`config.mk`:
```
export PLATFORM = sky130hd
export DESIGN_NAME = pct_top
export DESIGN_NICKNAME = d
export VERILOG_FILES = /design/src/verilog/pct_pkg.sv /design/src/verilog/pct_link_if.sv /design/src/verilog/pct_top.sv /design/src/verilog/pct_capture.sv /design/src/verilog/pct_tick_unit.sv
export SDC_FILE = /design/constraint.sdc
export NUM_CORES = 1
export LEC_CHECK = 0
export BUFFER_PORTS_ARGS = -buffer_cell sky130_fd_sc_hd__buf_2
export CAP_MARGIN = 25
export CORE_MARGIN = 4
export CORE_UTILIZATION = 47
export DETAILED_ROUTE_END_ITERATION = 8
export GPL_ROUTABILITY_DRIVEN = 0
export HOLD_SLACK_MARGIN = 0.08
export PLACE_DENSITY = 0.67
export SYNTH_ARGS = -nofsm -noshare
export SYNTH_HDL_FRONTEND = slang
export SYNTH_SLANG_ARGS = --single-unit
export TNS_END_PERCENT = 50
```
`constraint.sdc`:
```
create_clock -name core_clk -period 10.24 [get_ports core_clk]
set_input_delay 1.024 -clock core_clk [delete_from_list [all_inputs] [get_ports core_clk]]
set_output_delay 1.024 -clock core_clk [all_outputs]
set_load 0.005 [all_outputs]
```
`src/verilog/pct_pkg.sv`:
```
// constants for the pwm / capture timer and its tick unit
package pct_pkg;
	// register indices; byte address is four times the index
	localparam logic [5:0] PCT_IDX_DUTY1 = 6'h14;
	localparam logic [5:0] PCT_IDX_DUTY0 = 6'h15;
	localparam logic [5:0] PCT_IDX_PWM_CTRL_REG = 6'h16;
	localparam logic [5:0] PCT_IDX_CSR = 6'h17;
	localparam logic [5:0] PCT_IDX_CAR = 6'h18;
	localparam logic [5:0] PCT_IDX_ARR = 6'h19;
	localparam logic [5:0] PCT_IDX_CAPCSR = 6'h1a;
	localparam logic [5:0] PCT_IDX_CAPV1 = 6'h1b;
	localparam logic [5:0] PCT_IDX_CAPV2 = 6'h1c;
	localparam logic [5:0] PCT_IDX_TICKCV = 6'h36;
	localparam logic [5:0] PCT_IDX_TICKCSR = 6'h37;
	localparam int PCT_AW = 8;
	localparam logic [7:0] PCT_RST = 8'h00;
	localparam logic [7:0] PCT_FULL = 8'hff;
	localparam logic [7:0] PCT_ZERO = 8'h00;
	// pwm control fields
	localparam int PCT_OE_LSB = 4;
	localparam int PCT_OP_LSB = 0;
	localparam logic [7:0] PCT_PWM_CTRL_REG_WMASK = 8'h33;
	// reload timer control / status fields
	localparam int PCT_EXCL_BIT = 7;
	localparam int PCT_CC_LSB = 4;
	localparam int PCT_TCE_BIT = 3;
	localparam int PCT_FCRL_BIT = 2;
	localparam int PCT_OIE_BIT = 1;
	localparam int PCT_AOVF_BIT = 0;
	localparam logic [7:0] PCT_CSR_WMASK = 8'hfa;
	// capture control / status fields
	localparam int PCT_CS_LSB = 4;
	localparam int PCT_CIE_LSB = 2;
	localparam int PCT_CF_LSB = 0;
	// tick unit control / status fields
	localparam int PCT_CAS_BIT = 6;
	localparam int PCT_TOVF_BIT = 5;
	localparam int PCT_ITE_BIT = 4;
	localparam int PCT_TICK_RUN_ENABLE_BIT = 3;
	localparam int PCT_PR_LSB = 0;
	localparam logic [7:0] PCT_TCSR_WMASK = 8'h5f;
endpackage : pct_pkg

```
`src/verilog/pct_link_if.sv`:
```
// signals shared between the timer core and its two helper units
`timescale 1ns/1ps
interface pct_link_if;
	logic [7:0] cnt;
	logic halt;
	logic [1:0] capIn;
	logic [1:0] capEdge;
	logic [1:0] capClr;
	logic [1:0] capFlag;
	logic [1:0][7:0] capVal;
	logic tick_run_enable;
	logic cas;
	logic [2:0] pr;
	logic artCarry;
	logic tickWr;
	logic [7:0] tickWrData;
	logic tickRdClr;
	logic [7:0] tickCount;
	logic tickOvf;
	modport core (output cnt, halt, capIn, capEdge, capClr, tick_run_enable, cas, pr,
		artCarry, tickWr, tickWrData, tickRdClr,
		input capFlag, capVal, tickCount, tickOvf);
	modport cap (input cnt, halt, capIn, capEdge, capClr,
		output capFlag, capVal);
	modport tick (input halt, tick_run_enable, cas, pr, artCarry, tickWr, tickWrData,
		tickRdClr, output tickCount, tickOvf);
endinterface : pct_link_if

```
`src/verilog/pct_top.sv`:
```
// auto-reload pwm timer with input capture and tick unit, apb slave
`timescale 1ns/1ps
module pct_top
	import pct_pkg::*;
(
	input wire logic core_clk,
	input wire logic rst,
	input wire logic psel,
	input wire logic penable,
	input wire logic pwrite,
	input wire logic [PCT_AW-1:0] paddr,
	input wire logic [31:0] pwdata,
	output logic [31:0] prdata,
	output logic pready,
	output logic pslverr,
	input wire logic [1:0] capIn,
	input wire logic extClkIn,
	input wire logic halt,
	input wire logic cpuIntMask,
	output logic [1:0] pwmOut,
	output logic [1:0] pwmOe,
	output logic artIrq,
	output logic [1:0] capIrq,
	output logic tickIrq
);
	typedef struct packed {
		logic [1:0][7:0] duty;
		logic [1:0][7:0] cmp;
		logic [7:0] pwm_ctrl_reg;
		logic [7:0] csr;
		logic [7:0] cnt;
		logic [6:0] presc;
		logic extPrev;
		logic [7:0] reload_value_reg;
		logic [3:0] capCtl;
		logic [7:0] tickCtl;
		logic [1:0] pwmOut;
		logic [7:0] rdata;
	} pct_top_st_t;
	pct_top_st_t st_r;
	pct_top_st_t st_nxt;

	pct_link_if lnk ();

	logic [5:0] idx;
	logic mapped;
	logic [7:0] rdVal;
	logic acc;
	logic wr;
	logic rd;
	logic [7:0] wdata;
	logic [2:0] cc;
	logic [6:0] ccMask;
	logic srcTick;
	logic artTick;
	logic artOvf;
	logic [1:0] lvl;
	logic [1:0] op;
	logic [1:0] oe;

	////////////////////////////////////////////////////////////////////
	// helper units
	pct_capture u_cap (
		.core_clk(core_clk),
		.rst(rst),
		.lnk(lnk.cap)
	);

	pct_tick_unit u_tick (
		.core_clk(core_clk),
		.rst(rst),
		.lnk(lnk.tick)
	);

	////////////////////////////////////////////////////////////////////
	// apb decode: zero wait states, read data latched in setup
	assign idx = paddr[PCT_AW-1:2];
	assign acc = psel && penable;
	assign wr = acc && pwrite && mapped;
	assign rd = acc && !pwrite && mapped;
	assign wdata = pwdata[7:0];
	assign pready = 1'b1;
	assign pslverr = acc && !mapped;

	always_comb begin
		mapped = (paddr[1:0] == 2'b00);
		rdVal = PCT_RST;
		case (idx)
			PCT_IDX_DUTY1: begin
				rdVal = st_r.duty[1];
			end
			PCT_IDX_DUTY0: begin
				rdVal = st_r.duty[0];
			end
			PCT_IDX_PWM_CTRL_REG: begin
				rdVal = st_r.pwm_ctrl_reg;
			end
			PCT_IDX_CSR: begin
				rdVal = st_r.csr;
			end
			PCT_IDX_CAR: begin
				rdVal = st_r.cnt;
			end
			PCT_IDX_ARR: begin
				rdVal = st_r.reload_value_reg;
			end
			PCT_IDX_CAPCSR: begin
				rdVal = {2'b00, st_r.capCtl, lnk.capFlag};
			end
			PCT_IDX_CAPV1: begin
				rdVal = lnk.capVal[0];
			end
			PCT_IDX_CAPV2: begin
				rdVal = lnk.capVal[1];
			end
			PCT_IDX_TICKCV: begin
				rdVal = lnk.tickCount;
			end
			PCT_IDX_TICKCSR: begin
				rdVal = st_r.tickCtl;
				rdVal[PCT_TOVF_BIT] = lnk.tickOvf;
			end
			default: begin
				mapped = 1'b0;
			end
		endcase
	end

	////////////////////////////////////////////////////////////////////
	// reload counter clocking
	assign cc = st_r.csr[PCT_CC_LSB +: 3];
	assign ccMask = 7'h7f >> (3'd7 - cc);
	assign srcTick = st_r.csr[PCT_EXCL_BIT] ?
		(extClkIn && !st_r.extPrev) : 1'b1;
	assign artTick = st_r.csr[PCT_TCE_BIT] && !halt && srcTick &&
		((st_r.presc & ccMask) == ccMask);
	assign artOvf = artTick && (st_r.cnt == PCT_FULL);
	assign op = st_r.pwm_ctrl_reg[PCT_OP_LSB +: 2];
	assign oe = st_r.pwm_ctrl_reg[PCT_OE_LSB +: 2];

	// per-channel compare level
	genvar gi;
	generate
		for (gi = 0; gi < 2; gi++) begin : g_pwm
			always_comb begin
				if (st_r.cmp[gi] == PCT_FULL) begin
					lvl[gi] = 1'b0;
				end else if (st_r.cmp[gi] == PCT_ZERO) begin
					lvl[gi] = 1'b1;
				end else begin
					lvl[gi] = (st_r.cnt <= st_r.cmp[gi]);
				end
			end
		end
	endgenerate

	////////////////////////////////////////////////////////////////////
	// next state
	always_comb begin
		st_nxt = st_r;
		st_nxt.extPrev = extClkIn;
		if (acc == 1'b0 && psel) begin
			st_nxt.rdata = rdVal;
		end
		// pwm pins follow the level with polarity applied live
		st_nxt.pwmOut = oe & (lvl ^ op);
		if (st_r.csr[PCT_TCE_BIT] && !halt && srcTick) begin
			st_nxt.presc = 7'(st_r.presc + 7'h01);
		end
		if (artOvf) begin
			st_nxt.cnt = st_r.reload_value_reg;
			st_nxt.cmp = st_r.duty;
		end else if (artTick) begin
			st_nxt.cnt = 8'(st_r.cnt + 8'h01);
		end
		// read clears only the flag value that was returned
		if (rd && idx == PCT_IDX_CSR) begin
			st_nxt.csr[PCT_AOVF_BIT] = st_r.csr[PCT_AOVF_BIT] &
				!st_r.rdata[PCT_AOVF_BIT];
		end
		if (artOvf) begin
			st_nxt.csr[PCT_AOVF_BIT] = 1'b1;
		end
		if (wr) begin
			case (idx)
				PCT_IDX_DUTY1: begin
					st_nxt.duty[1] = wdata;
				end
				PCT_IDX_DUTY0: begin
					st_nxt.duty[0] = wdata;
				end
				PCT_IDX_PWM_CTRL_REG: begin
					st_nxt.pwm_ctrl_reg = wdata & PCT_PWM_CTRL_REG_WMASK;
				end
				PCT_IDX_CSR: begin
					st_nxt.csr = (wdata & PCT_CSR_WMASK) |
						(st_nxt.csr & ~PCT_CSR_WMASK);
					if (wdata[PCT_FCRL_BIT]) begin
						st_nxt.cnt = st_r.reload_value_reg;
						st_nxt.presc = '0;
					end
				end
				PCT_IDX_CAR: begin
					st_nxt.cnt = wdata;
					st_nxt.presc = '0;
				end
				PCT_IDX_ARR: begin
					st_nxt.reload_value_reg = wdata;
				end
				PCT_IDX_CAPCSR: begin
					st_nxt.capCtl = wdata[PCT_CIE_LSB +: 4];
				end
				PCT_IDX_TICKCSR: begin
					st_nxt.tickCtl = wdata & PCT_TCSR_WMASK;
				end
				default: begin
					st_nxt.rdata = st_r.rdata;
				end
			endcase
		end
	end

	always_ff @(posedge core_clk or posedge rst) begin
		if (rst) begin
			st_r <= '0;
		end else begin
			st_r <= st_nxt;
		end
	end

	////////////////////////////////////////////////////////////////////
	// link to helper units
	assign lnk.cnt = st_r.cnt;
	assign lnk.halt = halt;
	assign lnk.capIn = capIn;
	assign lnk.capEdge = st_r.capCtl[PCT_CS_LSB - PCT_CIE_LSB +: 2];
	assign lnk.capClr = (rd && idx == PCT_IDX_CAPCSR) ?
		st_r.rdata[PCT_CF_LSB +: 2] : 2'b00;
	assign lnk.tick_run_enable = st_r.tickCtl[PCT_TICK_RUN_ENABLE_BIT];
	assign lnk.cas = st_r.tickCtl[PCT_CAS_BIT];
	assign lnk.pr = st_r.tickCtl[PCT_PR_LSB +: 3];
	assign lnk.artCarry = artOvf;
	assign lnk.tickWr = wr && idx == PCT_IDX_TICKCV;
	assign lnk.tickWrData = wdata;
	assign lnk.tickRdClr = rd && idx == PCT_IDX_TICKCSR &&
		st_r.rdata[PCT_TOVF_BIT];

	////////////////////////////////////////////////////////////////////
	// outputs
	assign prdata = {24'h00_0000, st_r.rdata};
	assign pwmOut = st_r.pwmOut;
	assign pwmOe = oe;
	assign artIrq = st_r.csr[PCT_OIE_BIT] && st_r.csr[PCT_AOVF_BIT];
	assign capIrq = lnk.capFlag & st_r.capCtl[1:0];
	assign tickIrq = lnk.tickOvf && st_r.tickCtl[PCT_ITE_BIT] &&
		!cpuIntMask;
endmodule : pct_top

```
`src/verilog/pct_capture.sv`:
```
// two input capture channels with edge select and read-to-clear flags
`timescale 1ns/1ps
module pct_capture
	import pct_pkg::*;
(
	input wire logic core_clk,
	input wire logic rst,
	pct_link_if.cap lnk
);
	typedef struct packed {
		logic [1:0] prev;
		logic [1:0] flag;
		logic [1:0][7:0] val;
	} pct_cap_st_t;
	pct_cap_st_t st_r;
	pct_cap_st_t st_nxt;
	logic [1:0] hit;

	////////////////////////////////////////////////////////////////////
	genvar gi;
	generate
		for (gi = 0; gi < 2; gi++) begin : g_ch
			// selected edge, ignored while halted
			assign hit[gi] = !lnk.halt && (lnk.capEdge[gi] ?
				(lnk.capIn[gi] && !st_r.prev[gi]) :
				(!lnk.capIn[gi] && st_r.prev[gi]));
		end
	endgenerate

	always_comb begin
		st_nxt = st_r;
		st_nxt.prev = lnk.capIn;
		st_nxt.flag = st_r.flag & ~lnk.capClr;
		for (int i = 0; i < 2; i++) begin
			// transfer blocked until the flag has been read away
			if (hit[i] && (!st_r.flag[i] || lnk.capClr[i])) begin
				st_nxt.val[i] = lnk.cnt;
				st_nxt.flag[i] = 1'b1;
			end
		end
	end

	always_ff @(posedge core_clk or posedge rst) begin
		if (rst) begin
			st_r <= '0;
		end else begin
			st_r <= st_nxt;
		end
	end

	assign lnk.capFlag = st_r.flag;
	assign lnk.capVal = st_r.val;
endmodule : pct_capture

```
`src/verilog/pct_tick_unit.sv`:
```
// 8-bit tick counter with prescaler, rollover flag and chaining
`timescale 1ns/1ps
module pct_tick_unit
	import pct_pkg::*;
(
	input wire logic core_clk,
	input wire logic rst,
	pct_link_if.tick lnk
);
	typedef struct packed {
		logic [7:0] count;
		logic [7:0] presc;
		logic ovf;
	} pct_tick_st_t;
	pct_tick_st_t st_r;
	pct_tick_st_t st_nxt;
	logic [7:0] mask;
	logic inc;

	////////////////////////////////////////////////////////////////////
	always_comb begin
		st_nxt = st_r;
		mask = PCT_FULL >> (3'd7 - lnk.pr);
		if (!lnk.tick_run_enable) begin
			st_nxt.presc = PCT_ZERO;
		end else if (!lnk.halt) begin
			st_nxt.presc = 8'(st_r.presc + 8'h01);
		end
		if (lnk.cas) begin
			inc = lnk.tick_run_enable && !lnk.halt && lnk.artCarry;
		end else begin
			inc = lnk.tick_run_enable && !lnk.halt &&
				((st_r.presc & mask) == mask);
		end
		if (lnk.tickRdClr) begin
			st_nxt.ovf = 1'b0;
		end
		if (inc) begin
			st_nxt.count = 8'(st_r.count + 8'h01);
			if (st_r.count == PCT_FULL) begin
				st_nxt.ovf = 1'b1;
			end
		end
		if (lnk.tickWr) begin
			st_nxt.count = lnk.tickWrData;
		end
	end

	always_ff @(posedge core_clk or posedge rst) begin
		if (rst) begin
			st_r <= '0;
		end else begin
			st_r <= st_nxt;
		end
	end

	assign lnk.tickCount = st_r.count;
	assign lnk.tickOvf = st_r.ovf;
endmodule : pct_tick_unit

```
* Yosys cells after proc, flatten, opt, wreduce, memory -nomap -nowiden
Index checks and enable logic that the tools add are counted.
Storage, ports and cells: input port bits 50, output and inout bits 42, register bits after elaboration 125, logic and storage cells 151
Operators by class: shift-type cells 2, muxes and demuxes 32, eq/ne operators 19, bitwise logic cells 10, $add $sub $neg 6, magnitude comparators 2, reductions and logical operators 58
Operators by type and width (number):
- $pmux W8 S11 | 1
- $mux W8 | 9
- $eq A6 B5 Y1 const B | 9
- $eq A8 B8 Y1 const B | 4
- $logic_and A1 B1 Y1 | 31
- $pmux W15 S2 | 1
- $add A8 B1 Y8 const B | 3
- $mux W1 | 17
- $le A8 B8 Y1 | 2
- $logic_not A8 Y1 | 2
- $mux W16 | 1
- $mux W15 | 1
- $reduce_and A2 Y1 | 7
- $eq A6 B6 Y1 const B | 2
- $logic_not A1 Y1 | 12
- $reduce_or A11 Y1 | 1
- $and A8 B8 Y8 | 1
- $eq A8 B8 Y1 | 1
- $or A8 B3 Y8 | 1
- $reduce_or A8 Y1 | 1
- $shr A8 B3 Y8 const A | 1
- $add A7 B1 Y7 const B | 1
- $and A7 B7 Y7 | 1
- $eq A7 B7 Y1 | 1
- other kinds (13) | 18

* Depth between registers and ports, before layout
Gate-level depths: netlist of the first run.
depth after elaboration 10, gate-level depth with buffers 10, depth with buffers taken out 9

* Cells and area by module
A second synthesis of the first run with hierarchy kept.
Second synthesis, totals: cell total of the unflattened synthesis 752, area total of the unflattened synthesis 7425.9 um2
Modules (own cells, without submodules):
- pct_top | times used 1, area each 5341.4 um2, seq. area each 2177.1 um2, cells each 562
- pct_tick_unit | times used 1, area each 1122.3 um2, seq. area each 425.4 um2, cells each 124
- pct_capture | times used 1, area each 962.2 um2, seq. area each 500.5 um2, cells each 66

* Worst setup path after synthesis of the first run
OpenSTA, ideal clock, no wires.
path type input -> register, start in halt, end reg st_r[70] in the netlist's numbering, library setup time 128 ps, required time 10112 ps, slack 7528 ps, data arrival time 2585 ps, path buffers 2, stages on the path 8, cell sequence buf_6 -> nand2b_4 -> a21oi_4 -> and3b_4 -> nand2_1 -> nor3_2 -> buf_2 -> mux2_1
Between the ends: cells in the longest elaborated chain, start to end 5
RTL lines:
- start, declared | RTL line pct_top.sv:18 | input wire logic halt,
- $logic_not A1 Y1
- $logic_and A1 B1 Y1 (3 in a row) | RTL line pct_top.sv:135 | assign artTick = st_r.csr[PCT_TCE_BIT] && !halt && srcTick &&
- $logic_and A1 B1 Y1 | RTL line pct_top.sv:137 | assign artOvf = artTick && (st_r.cnt == PCT_FULL);
- end signal, assigned | RTL line pct_top.sv:227 | st_r <= st_nxt;
- end, declared | RTL line pct_top.sv:40 | pct_top_st_t st_r;
No other way between the ends. A chain may end at the register's enable or synchronous reset.

* Worst setup path in the final report of the first run
start in paddr[2], end out pslverr
Between the ends: cells in the longest elaborated chain, start to end 5, elaborated cells between the ends (all ways) 15, those cells by class eq/ne: 11; mux: 1; reduce/logical: 3
RTL lines:
- start, declared | RTL line pct_top.sv:11 | input wire logic [PCT_AW-1:0] paddr,
- $eq A6 B5 Y1 or $eq A6 B6 Y1 (tied branches) | RTL line pct_top.sv:88 | case (idx)
- $reduce_or A11 Y1 (no source line) (*)
- $mux W1 (*) | RTL line pct_top.sv:88
- $logic_not A1 Y1 (*) | RTL line pct_top.sv:83 | assign pslverr = acc && !mapped;
- $logic_and A1 B1 Y1 (*) | RTL line pct_top.sv:83
- end, declared | RTL line pct_top.sv:15 | output logic pslverr,
Every way passes the cells marked *; elsewhere a longest branch is shown, timed or not.

==> results_tabular.tex, run 1 <==
\begin{tabular}{lr}
\hline
Metric & Value \\
\hline
\multicolumn{2}{l}{\textbf{Floorplanning}} \\
Effective utilization at floorplan & 48.4\% \\
I/O pin total & 92 \\
Row Count & 44 \\
Core footprint & 14,600 um2 \\
Die outline area & 17,100 um2 \\
Floorplan die width & 131 um \\
Vertical die dimension & 131 um \\
\multicolumn{2}{l}{\textbf{Power}} \\
Total power per unit cell area & 141 nW/um2 \\
Lkg Pwr & 3.75 nW \\
Worst vdd rail ir drop & 0.000115 V \\
Total power & 1.10 mW \\
\multicolumn{2}{l}{\textbf{Timing}} \\
Worst slew margin & 46.2\% \\
Setup repair after global routing missed its margin & no \\
Final period util & 32.0\% \\
Endpoints failing hold & 0 \\
\# setup viols final & 0 \\
Post-Route Skew & 0.00820 ns \\
Highest clock frequency the design can meet & 305 MHz \\
Max Transition Viols Final & 0 \\
Setup tns final & 0 ns \\
Worst-margin pin slew & 0.807 ns \\
Post-route minimum period & 3.28 ns \\
\multicolumn{2}{l}{\textbf{CTS}} \\
Number of cells upsized or downsized after cts & 0 \\
Worst-Skew Late Latency & 0.42 ns \\
CTS Root Cell & sky130\_fd\_sc\_hd\_\_clkbuf\_16 \\
Total of hold buffers inserted after clock tree synthesis & 0 \\
Total CTS buffers & 17 \\
H-tree depth & 4 \\
Clock-pin slew on the worst setup and hold paths & 0.05 ns \\
CTS tree & built \\
\# clock sinks & 124 \\
Setup fix buffers added after clock tree synthesis & 0 \\
Clock Tree Buf Depth & 2 \\
\multicolumn{2}{l}{\textbf{Critical path}} \\
Category of the worst setup path launch point & input port \\
Highest cell delay on the worst timing path & 0.46 ns \\
Most frequent CP cell & sky130\_fd\_sc\_hd\_\_buf\_2 \\
Arrival @ worst endpoint & 2.26 ns \\
Max stage delay cell, worst path & sky130\_fd\_sc\_hd\_\_buf\_2 \\
Worst path cell trace & buf\_2, o211ai\_1, a22o\_1, a21oi\_1, buf\_2 \\
Largest fanout on the critical path & 22 \\
Data required time at the worst endpoint & 9.22 ns \\
Type of the setup path with the least slack & input port to primary output \\
Launching point of the worst reg2reg path & lnk.cnt[1] \\
Timing startpoint of the critical path & paddr[2] \\
Setup crit end kind & primary output \\
\multicolumn{2}{l}{\textbf{Detailed routing}} \\
Antenna-violating nets left & 0 \\
Drt drc & 0 \\
Routed vias/inst & 6.15 \\
First drt pass iteration count & 6 \\
Number of design-rule violations left by the first detailed-router iteration & 671 \\
Wirelength, routed & 18,600 um \\
Via count & 5,482 \\
Routed wirelength normalized by instance count & 20.9 um \\
\multicolumn{2}{l}{\textbf{Synthesis}} \\
Library cell with the largest summed area after synthesis & sky130\_fd\_sc\_hd\_\_dfrtp\_1 \\
Synthesized area per cell & 10.6 um2 \\
Top cells by area, synth & sky130\_fd\_sc\_hd\_\_dfrtp\_1 44\%, sky130\_fd\_sc\_hd\_\_mux2\_2 11\%, sky130\_fd\_sc\_hd\_\_buf\_4 4.0\% \\
Count of cell types in the netlist & 69 \\
Share of flip-flops with an asynchronous set or reset & 100\% \\
Top cell type's share of synthesized area & 43.8\% \\
Flip-flop cell with the highest count after synthesis & sky130\_fd\_sc\_hd\_\_dfrtp\_1 \\
Count of yosys warnings during synthesis & 0 \\
Cells after synthesis & 669 \\
Count of state elements after synthesis & 124 \\
Number of enable-type register cells in the synthesized netlist & 0 \\
Mapped Area & 7090 um2 \\
Portion of the post-synthesis area used by sequential elements & 43.8\% \\
\multicolumn{2}{l}{\textbf{GRT}} \\
Antenna violations before repair & 0 \\
Global route overflow & 0 \\
First-pass GRT wire length & 28,600 um \\
Combined global-route utilization of all metal layers & 22.3\% \\
Pin count of the biggest net entering global routing & 64 \\
Vias in the first global route & 5,245 \\
\multicolumn{2}{l}{\textbf{Layout}} \\
Most common cell after layout, fill and taps aside & sky130\_fd\_sc\_hd\_\_dfrtp\_1 \\
Net total in the final layout & 767 \\
Share of layout cells above drive strength 1 & 24.2\% \\
Diode insertion count for antenna repair & 0 \\
Post-synthesis to final-layout area growth & 9.94\% \\
Commonest cells after routing, fill and taps aside & 124 x sky130\_fd\_sc\_hd\_\_dfrtp\_1, 67 x sky130\_fd\_sc\_hd\_\_mux2\_2, 55 x sky130\_fd\_sc\_hd\_\_nand2\_1 \\
\multicolumn{2}{l}{\textbf{Hold path}} \\
Path category of the worst min-delay check & flop to flop \\
Startpoint of the most critical hold path & prdata[3] \\
\multicolumn{2}{l}{\textbf{Status}} \\
Run status & complete, no violations \\
\multicolumn{2}{l}{\textbf{Flow run}} \\
Max-cap violations & 0 \\
\multicolumn{2}{l}{\textbf{Place}} \\
Estimated wirelength of the detail-placed design & 13,200 um \\
IO Port Bufs & 42 \\
\hline
\end{tabular}
cells in the mapped netlist (15+ instances only):
master and instances:
sky130_fd_sc_hd__a21oi_1 26, sky130_fd_sc_hd__and2_1 15, sky130_fd_sc_hd__buf_4 38, sky130_fd_sc_hd__dfrtp_1 124, sky130_fd_sc_hd__ha_1 20, sky130_fd_sc_hd__inv_1 22
sky130_fd_sc_hd__mux2_2 67, sky130_fd_sc_hd__nand2_1 55, sky130_fd_sc_hd__nand3_1 22, sky130_fd_sc_hd__nor2_1 40, sky130_fd_sc_hd__o21ai_0 38
layout make-up:
class	instances	area, um2
multi-input cells	488	3610
clock buffers	22	474
repair buffers	44	225
inverters	22	85.1
clock inverters	7	67.6
flip-flops and latches	124	3100
well taps	184	230
fillers	1282	6850
path summary, 6_finish.rpt:
path	slack, ns	endpoint	cells after the start
setup / recovery	6.96	pslverr	5
hold / removal	0.48	prdata[3]	1
setup reg to reg	7.63	u_tick.lnk.tickCount[4]	7
hold reg to reg	0.48	prdata[3]	1
max in group asynchronous	8.20	prdata[7]	3
min in group asynchronous	0.75	lnk.cnt[3]	2
per-stage QoR:
| step | setup WS (ns) | instance area, um2 | std cells | hold WS (ns) | util (%) |
|---|---|---|---|---|---|
| 4_1_cts | 6.97 | 7790 | 891 | 0.481 | 53.2 |
| 3_5_place_dp | 6.68 | 7250 | 862 | 0.467 | 49.5 |
| 6_report | 6.96 | 7790 | 891 | 0.479 | 53.2 |
| 2_1_floorplan | 5.92 | 7170 | 692 | 0.451 | - |
| 5_1_grt | 6.88 | 7790 | 891 | 0.495 | 53.2 |
| 3_3_place_gp | 6.80 | 7250 | 862 | 0.458 | 49.5 |
per-layer routing:
layer / global-route usage (%) / up-vias / part of all wire [%]
met1: 30.3 / 2726 / 43
met5: 0 / - / 0
met3: 5.24 / 55 / 7.1
met4: 8.47 / 0 / 3.0
li1: - / 2439 / -
met2: 34.9 / 262 / 47
cells by family after synthesis:
family	share of synthesized area, %
adder cells (fa/ha/maj)	3.53
AND/OR/NAND/NOR	15.4
other	0.106
flip-flops	43.8
AO/OA/AOI/OAI	13.6
buffers and inverters	6.55
XOR/XNOR	2.35
multiplexers	14.7
critical path: cells and delay by family:
kind            cells  cell delay (ns)
buf+inv             2             0.58
compound gates      3             0.63
sequential cells by signal, summed over array words and instances, names as in the netlist, 3 cells and up:
signal	flops
u_cap.lnk.capVal	16
lnk.pr	3
st_r	55
cc	3
u_tick.lnk.tickCount	8
prdata	8
u_tick.st_r	8
lnk.cnt	8
report_power, final:
| part | internal [mW] | total, mW | leakage (nW) | switching, mW |
|---|---|---|---|---|
| Clock | 0.347 | 0.553 | 0.260 | 0.206 |
| Sequential | 0.493 | 0.498 | 1.63 | 0.00442 |
| Combinational | 0.0134 | 0.0491 | 1.85 | 0.0357 |
| Total | 0.853 | 1.10 | 3.75 | 0.246 |
Power figures use the tool's default switching activity.
==> run 2: changes to the inputs <==
==> constraint.sdc (replaced) <==
create_clock -name core_clk -period 3.34 [get_ports core_clk]
set_input_delay 0.334 -clock core_clk [delete_from_list [all_inputs] [get_ports core_clk]]
set_output_delay 0.334 -clock core_clk [all_outputs]
set_load 0.005 [all_outputs]
==> run 2 against run 1 <==
Wire length rose by 0.92%; highest routed layer unchanged; total power rose to 3.2 times the previous value; via count decreased by 0.36%; worst hold slack lost 0.24 ns; clock-buffer cell count decreased by 3; first-iteration DRC count shrank 11%; final cell count is 1.9% higher; sequential share of layout area decreased by 0.97 points; combinational power rose to 3.4 times the previous value; register-to-register slack got worse by 6.9 ns.
==> results_tabular.tex, run 2 (synthesized netlist as in run 1, its figures left out) <==
\begin{tabular}{lr}
\hline
Metric & Value \\
\hline
\multicolumn{2}{l}{\textbf{GRT}} \\
Antenna violations before repair & 0 (unchanged) \\
Pin count of the biggest net entering global routing & 47 (-27\%) \\
Global route overflow & 0 (unchanged) \\
First-pass GRT wire length & 29,400 um (+3.0\%) \\
Combined global-route utilization of all metal layers & 23.0\% (+0.73 points) \\
Vias in the first global route & 5,297 (+0.99\%) \\
\multicolumn{2}{l}{\textbf{Layout}} \\
Commonest cells after routing, fill and taps aside & 124 x sky130\_fd\_sc\_hd\_\_dfrtp\_1, 67 x sky130\_fd\_sc\_hd\_\_mux2\_2, 55 x sky130\_fd\_sc\_hd\_\_nand2\_1 \\
Post-synthesis to final-layout area growth & 12.7\% \\
Most common cell after layout, fill and taps aside & sky130\_fd\_sc\_hd\_\_dfrtp\_1 \\
Final cell count without fillers & 908 (+1.9\%) \\
Number of filler instances in the final layout & 1,293 (+0.86\%) \\
Biggest register & st\_r \\
Area occupied by multi-input gates & 3610 um2 (unchanged) \\
Flip-flop count of the largest register, all copies and words added & 55 (unchanged) \\
Post-route standard cell area excluding fillers & 7990 um2 (+2.5\%) \\
Diode insertion count for antenna repair & 0 (unchanged) \\
Net total in the final layout & 781 (+1.8\%) \\
Share of layout cells above drive strength 1 & 25.7\% (+1.5 points) \\
Reg area & 3100 um2 (unchanged) \\
\multicolumn{2}{l}{\textbf{CTS}} \\
Clock Tree Buf Depth & 2 (unchanged) \\
CTS Root Cell & sky130\_fd\_sc\_hd\_\_clkbuf\_16 \\
H-tree depth & 4 (unchanged) \\
Total CTS buffers & 17 (unchanged) \\
Clock-pin slew on the worst setup and hold paths & 0.06 ns (about the same) \\
\# clock sinks & 124 (unchanged) \\
Total of hold buffers inserted after clock tree synthesis & 3 (+3) \\
Setup fix buffers added after clock tree synthesis & 0 (unchanged) \\
Number of cells upsized or downsized after cts & 0 (unchanged) \\
Worst-Skew Late Latency & 0.43 ns (about the same) \\
CTS tree & built \\
\multicolumn{2}{l}{\textbf{Timing}} \\
Worst path setup slack after routing & 0.728 ns (-6.23 ns) \\
Post-Route Skew & 0.0118 ns (+0.00361 ns) \\
Worst slew margin & 57.1\% (+11 points) \\
Post-route minimum period & 2.61 ns \\
Setup tns final & 0 ns (unchanged) \\
Highest clock frequency the design can meet & 383 MHz \\
Setup repair after global routing missed its margin & no \\
Max Transition Viols Final & 0 (unchanged) \\
Endpoints failing hold & 0 (unchanged) \\
Worst-margin pin slew & 0.643 ns (-0.164 ns) \\
\# setup viols final & 0 (unchanged) \\
Final period util & 78.2\% \\
\multicolumn{2}{l}{\textbf{Critical path}} \\
Data required time at the worst endpoint & 3.68 ns (-5.54 ns) \\
Buffers plus inverters on the worst setup path & 0 (-2) \\
Setup crit end kind & flop \\
Largest delay share family, worst path & simple AND/OR/NAND/NOR gates \\
Crit path depth & 7 (+2) \\
Highest cell delay on the worst timing path & 0.65 ns (+0.19 ns) \\
Largest fanout on the critical path & 10 (-55\%) \\
Max stage delay cell, worst path & sky130\_fd\_sc\_hd\_\_dfrtp\_1 \\
Arrival @ worst endpoint & 2.95 ns (+0.69 ns) \\
R2r worst-path depth & 7 (unchanged) \\
Type of the setup path with the least slack & flop to flop \\
Worst path cell trace & ha\_1, nand3\_1, nor2\_2, and4\_4, o21ai\_4, or3\_1, a31oi\_1 \\
Category of the worst setup path launch point & flop \\
\multicolumn{2}{l}{\textbf{Power}} \\
Total power & 3.53 mW (+220\%) \\
Lkg Pwr & 3.85 nW (+2.8\%) \\
Total power per unit cell area & 442 nW/um2 (+210\%) \\
Worst vdd rail ir drop & 0.000359 V (+210\%) \\
\multicolumn{2}{l}{\textbf{Floorplanning}} \\
Effective utilization at floorplan & 48.4\% (unchanged) \\
Floorplan die width & 131 um (unchanged) \\
Row Count & 44 (unchanged) \\
I/O pin total & 92 (unchanged) \\
Die outline area & 17,100 um2 (unchanged) \\
Core footprint & 14,600 um2 (unchanged) \\
Vertical die dimension & 131 um (unchanged) \\
\multicolumn{2}{l}{\textbf{Status}} \\
Run status & complete, no violations \\
\multicolumn{2}{l}{\textbf{Detailed routing}} \\
Drt drc & 0 (unchanged) \\
Routed wirelength normalized by instance count & 20.7 um (-0.97\%) \\
Wirelength, routed & 18,800 um (+0.92\%) \\
Antenna-violating nets left & 0 (unchanged) \\
Number of design-rule violations left by the first detailed-router iteration & 596 (-11\%) \\
Via count & 5,462 (-0.36\%) \\
Routed vias/inst & 6.02 (-2.2\%) \\
First drt pass iteration count & 5 (-1) \\
\multicolumn{2}{l}{\textbf{Flow run}} \\
Max-cap violations & 0 (unchanged) \\
\multicolumn{2}{l}{\textbf{Place}} \\
Area after detailed placement & 7330 um2 (+1.1\%) \\
Post-placement cell count & 871 (+1.0\%) \\
Minimum setup slack after placement & 0.578 ns (-6.10 ns) \\
IO Port Bufs & 42 (unchanged) \\
Estimated wirelength of the detail-placed design & 13,400 um (+1.5\%) \\
\multicolumn{2}{l}{\textbf{Hold path}} \\
Path category of the worst min-delay check & input port to flop \\
Number of cells on the worst hold path & 3 (+2) \\
\hline
\end{tabular}
==> run 2: final timing paths <==
| path | startpoint | end | slack, ns |
|---|---|---|---|
| max reg2reg | lnk.cnt[1] | u_tick.lnk.tickCount[4] | 0.73 |
| min reg2reg | prdata[3] | prdata[3] | 0.48 |
| min in group asynchronous | rst | u_tick.st_r[1] | 0.35 |
| max | lnk.cnt[1] | u_tick.lnk.tickCount[4] | 0.73 |
| min | pwdata[7] | lnk.cnt[7] | 0.24 |
| max in group asynchronous | rst | st_r[63] | 2.15 |
==> run 2: tightest hold or removal path: stages <==
cell                      delay, ns
sky130_fd_sc_hd__buf_2         0.16
sky130_fd_sc_hd__nand2_1       0.07
sky130_fd_sc_hd__nand3_1       0.06
==> run 2: cell type report <==
| type | count | share of cell area [%] |
|---|---|---|
| clock inverter | 13 | 1.79 |
| timing repair buffer | 58 | 4.57 |
| tap | 184 | 2.88 |
| sequential | 124 | 38.8 |
| multi-input combinational | 488 | 45.2 |
| inverter | 22 | 1.08 |
| clock buffer | 19 | 5.67 |
==> run 2: report_power, final <==
group          internal [mW]  total, mW  switching (mW)
registers               1.51       1.52          0.0130
clock network           1.14       1.85           0.707
logic                 0.0512      0.165           0.113
total                   2.70       3.53           0.833
==> run 2: metal layers <==
layer | global-route usage (%) | vias up | routed length [um]
met5 | 0 | - | 0
met4 | 9.80 | 0 | 658
met3 | 5.12 | 47 | 1110
met2 | 35.8 | 210 | 8900
met1 | 31.1 | 2739 | 8130
li1 | - | 2466 | -
==> run 2: metrics by stage <==
step                      util (%)  hold WS [ns]
after floorplan                  -         0.365
after global placement        50.1         0.458
after detailed placement      50.1         0.464
after CTS                     54.3         0.161
after global routing          54.5         0.272
final                         54.5         0.244
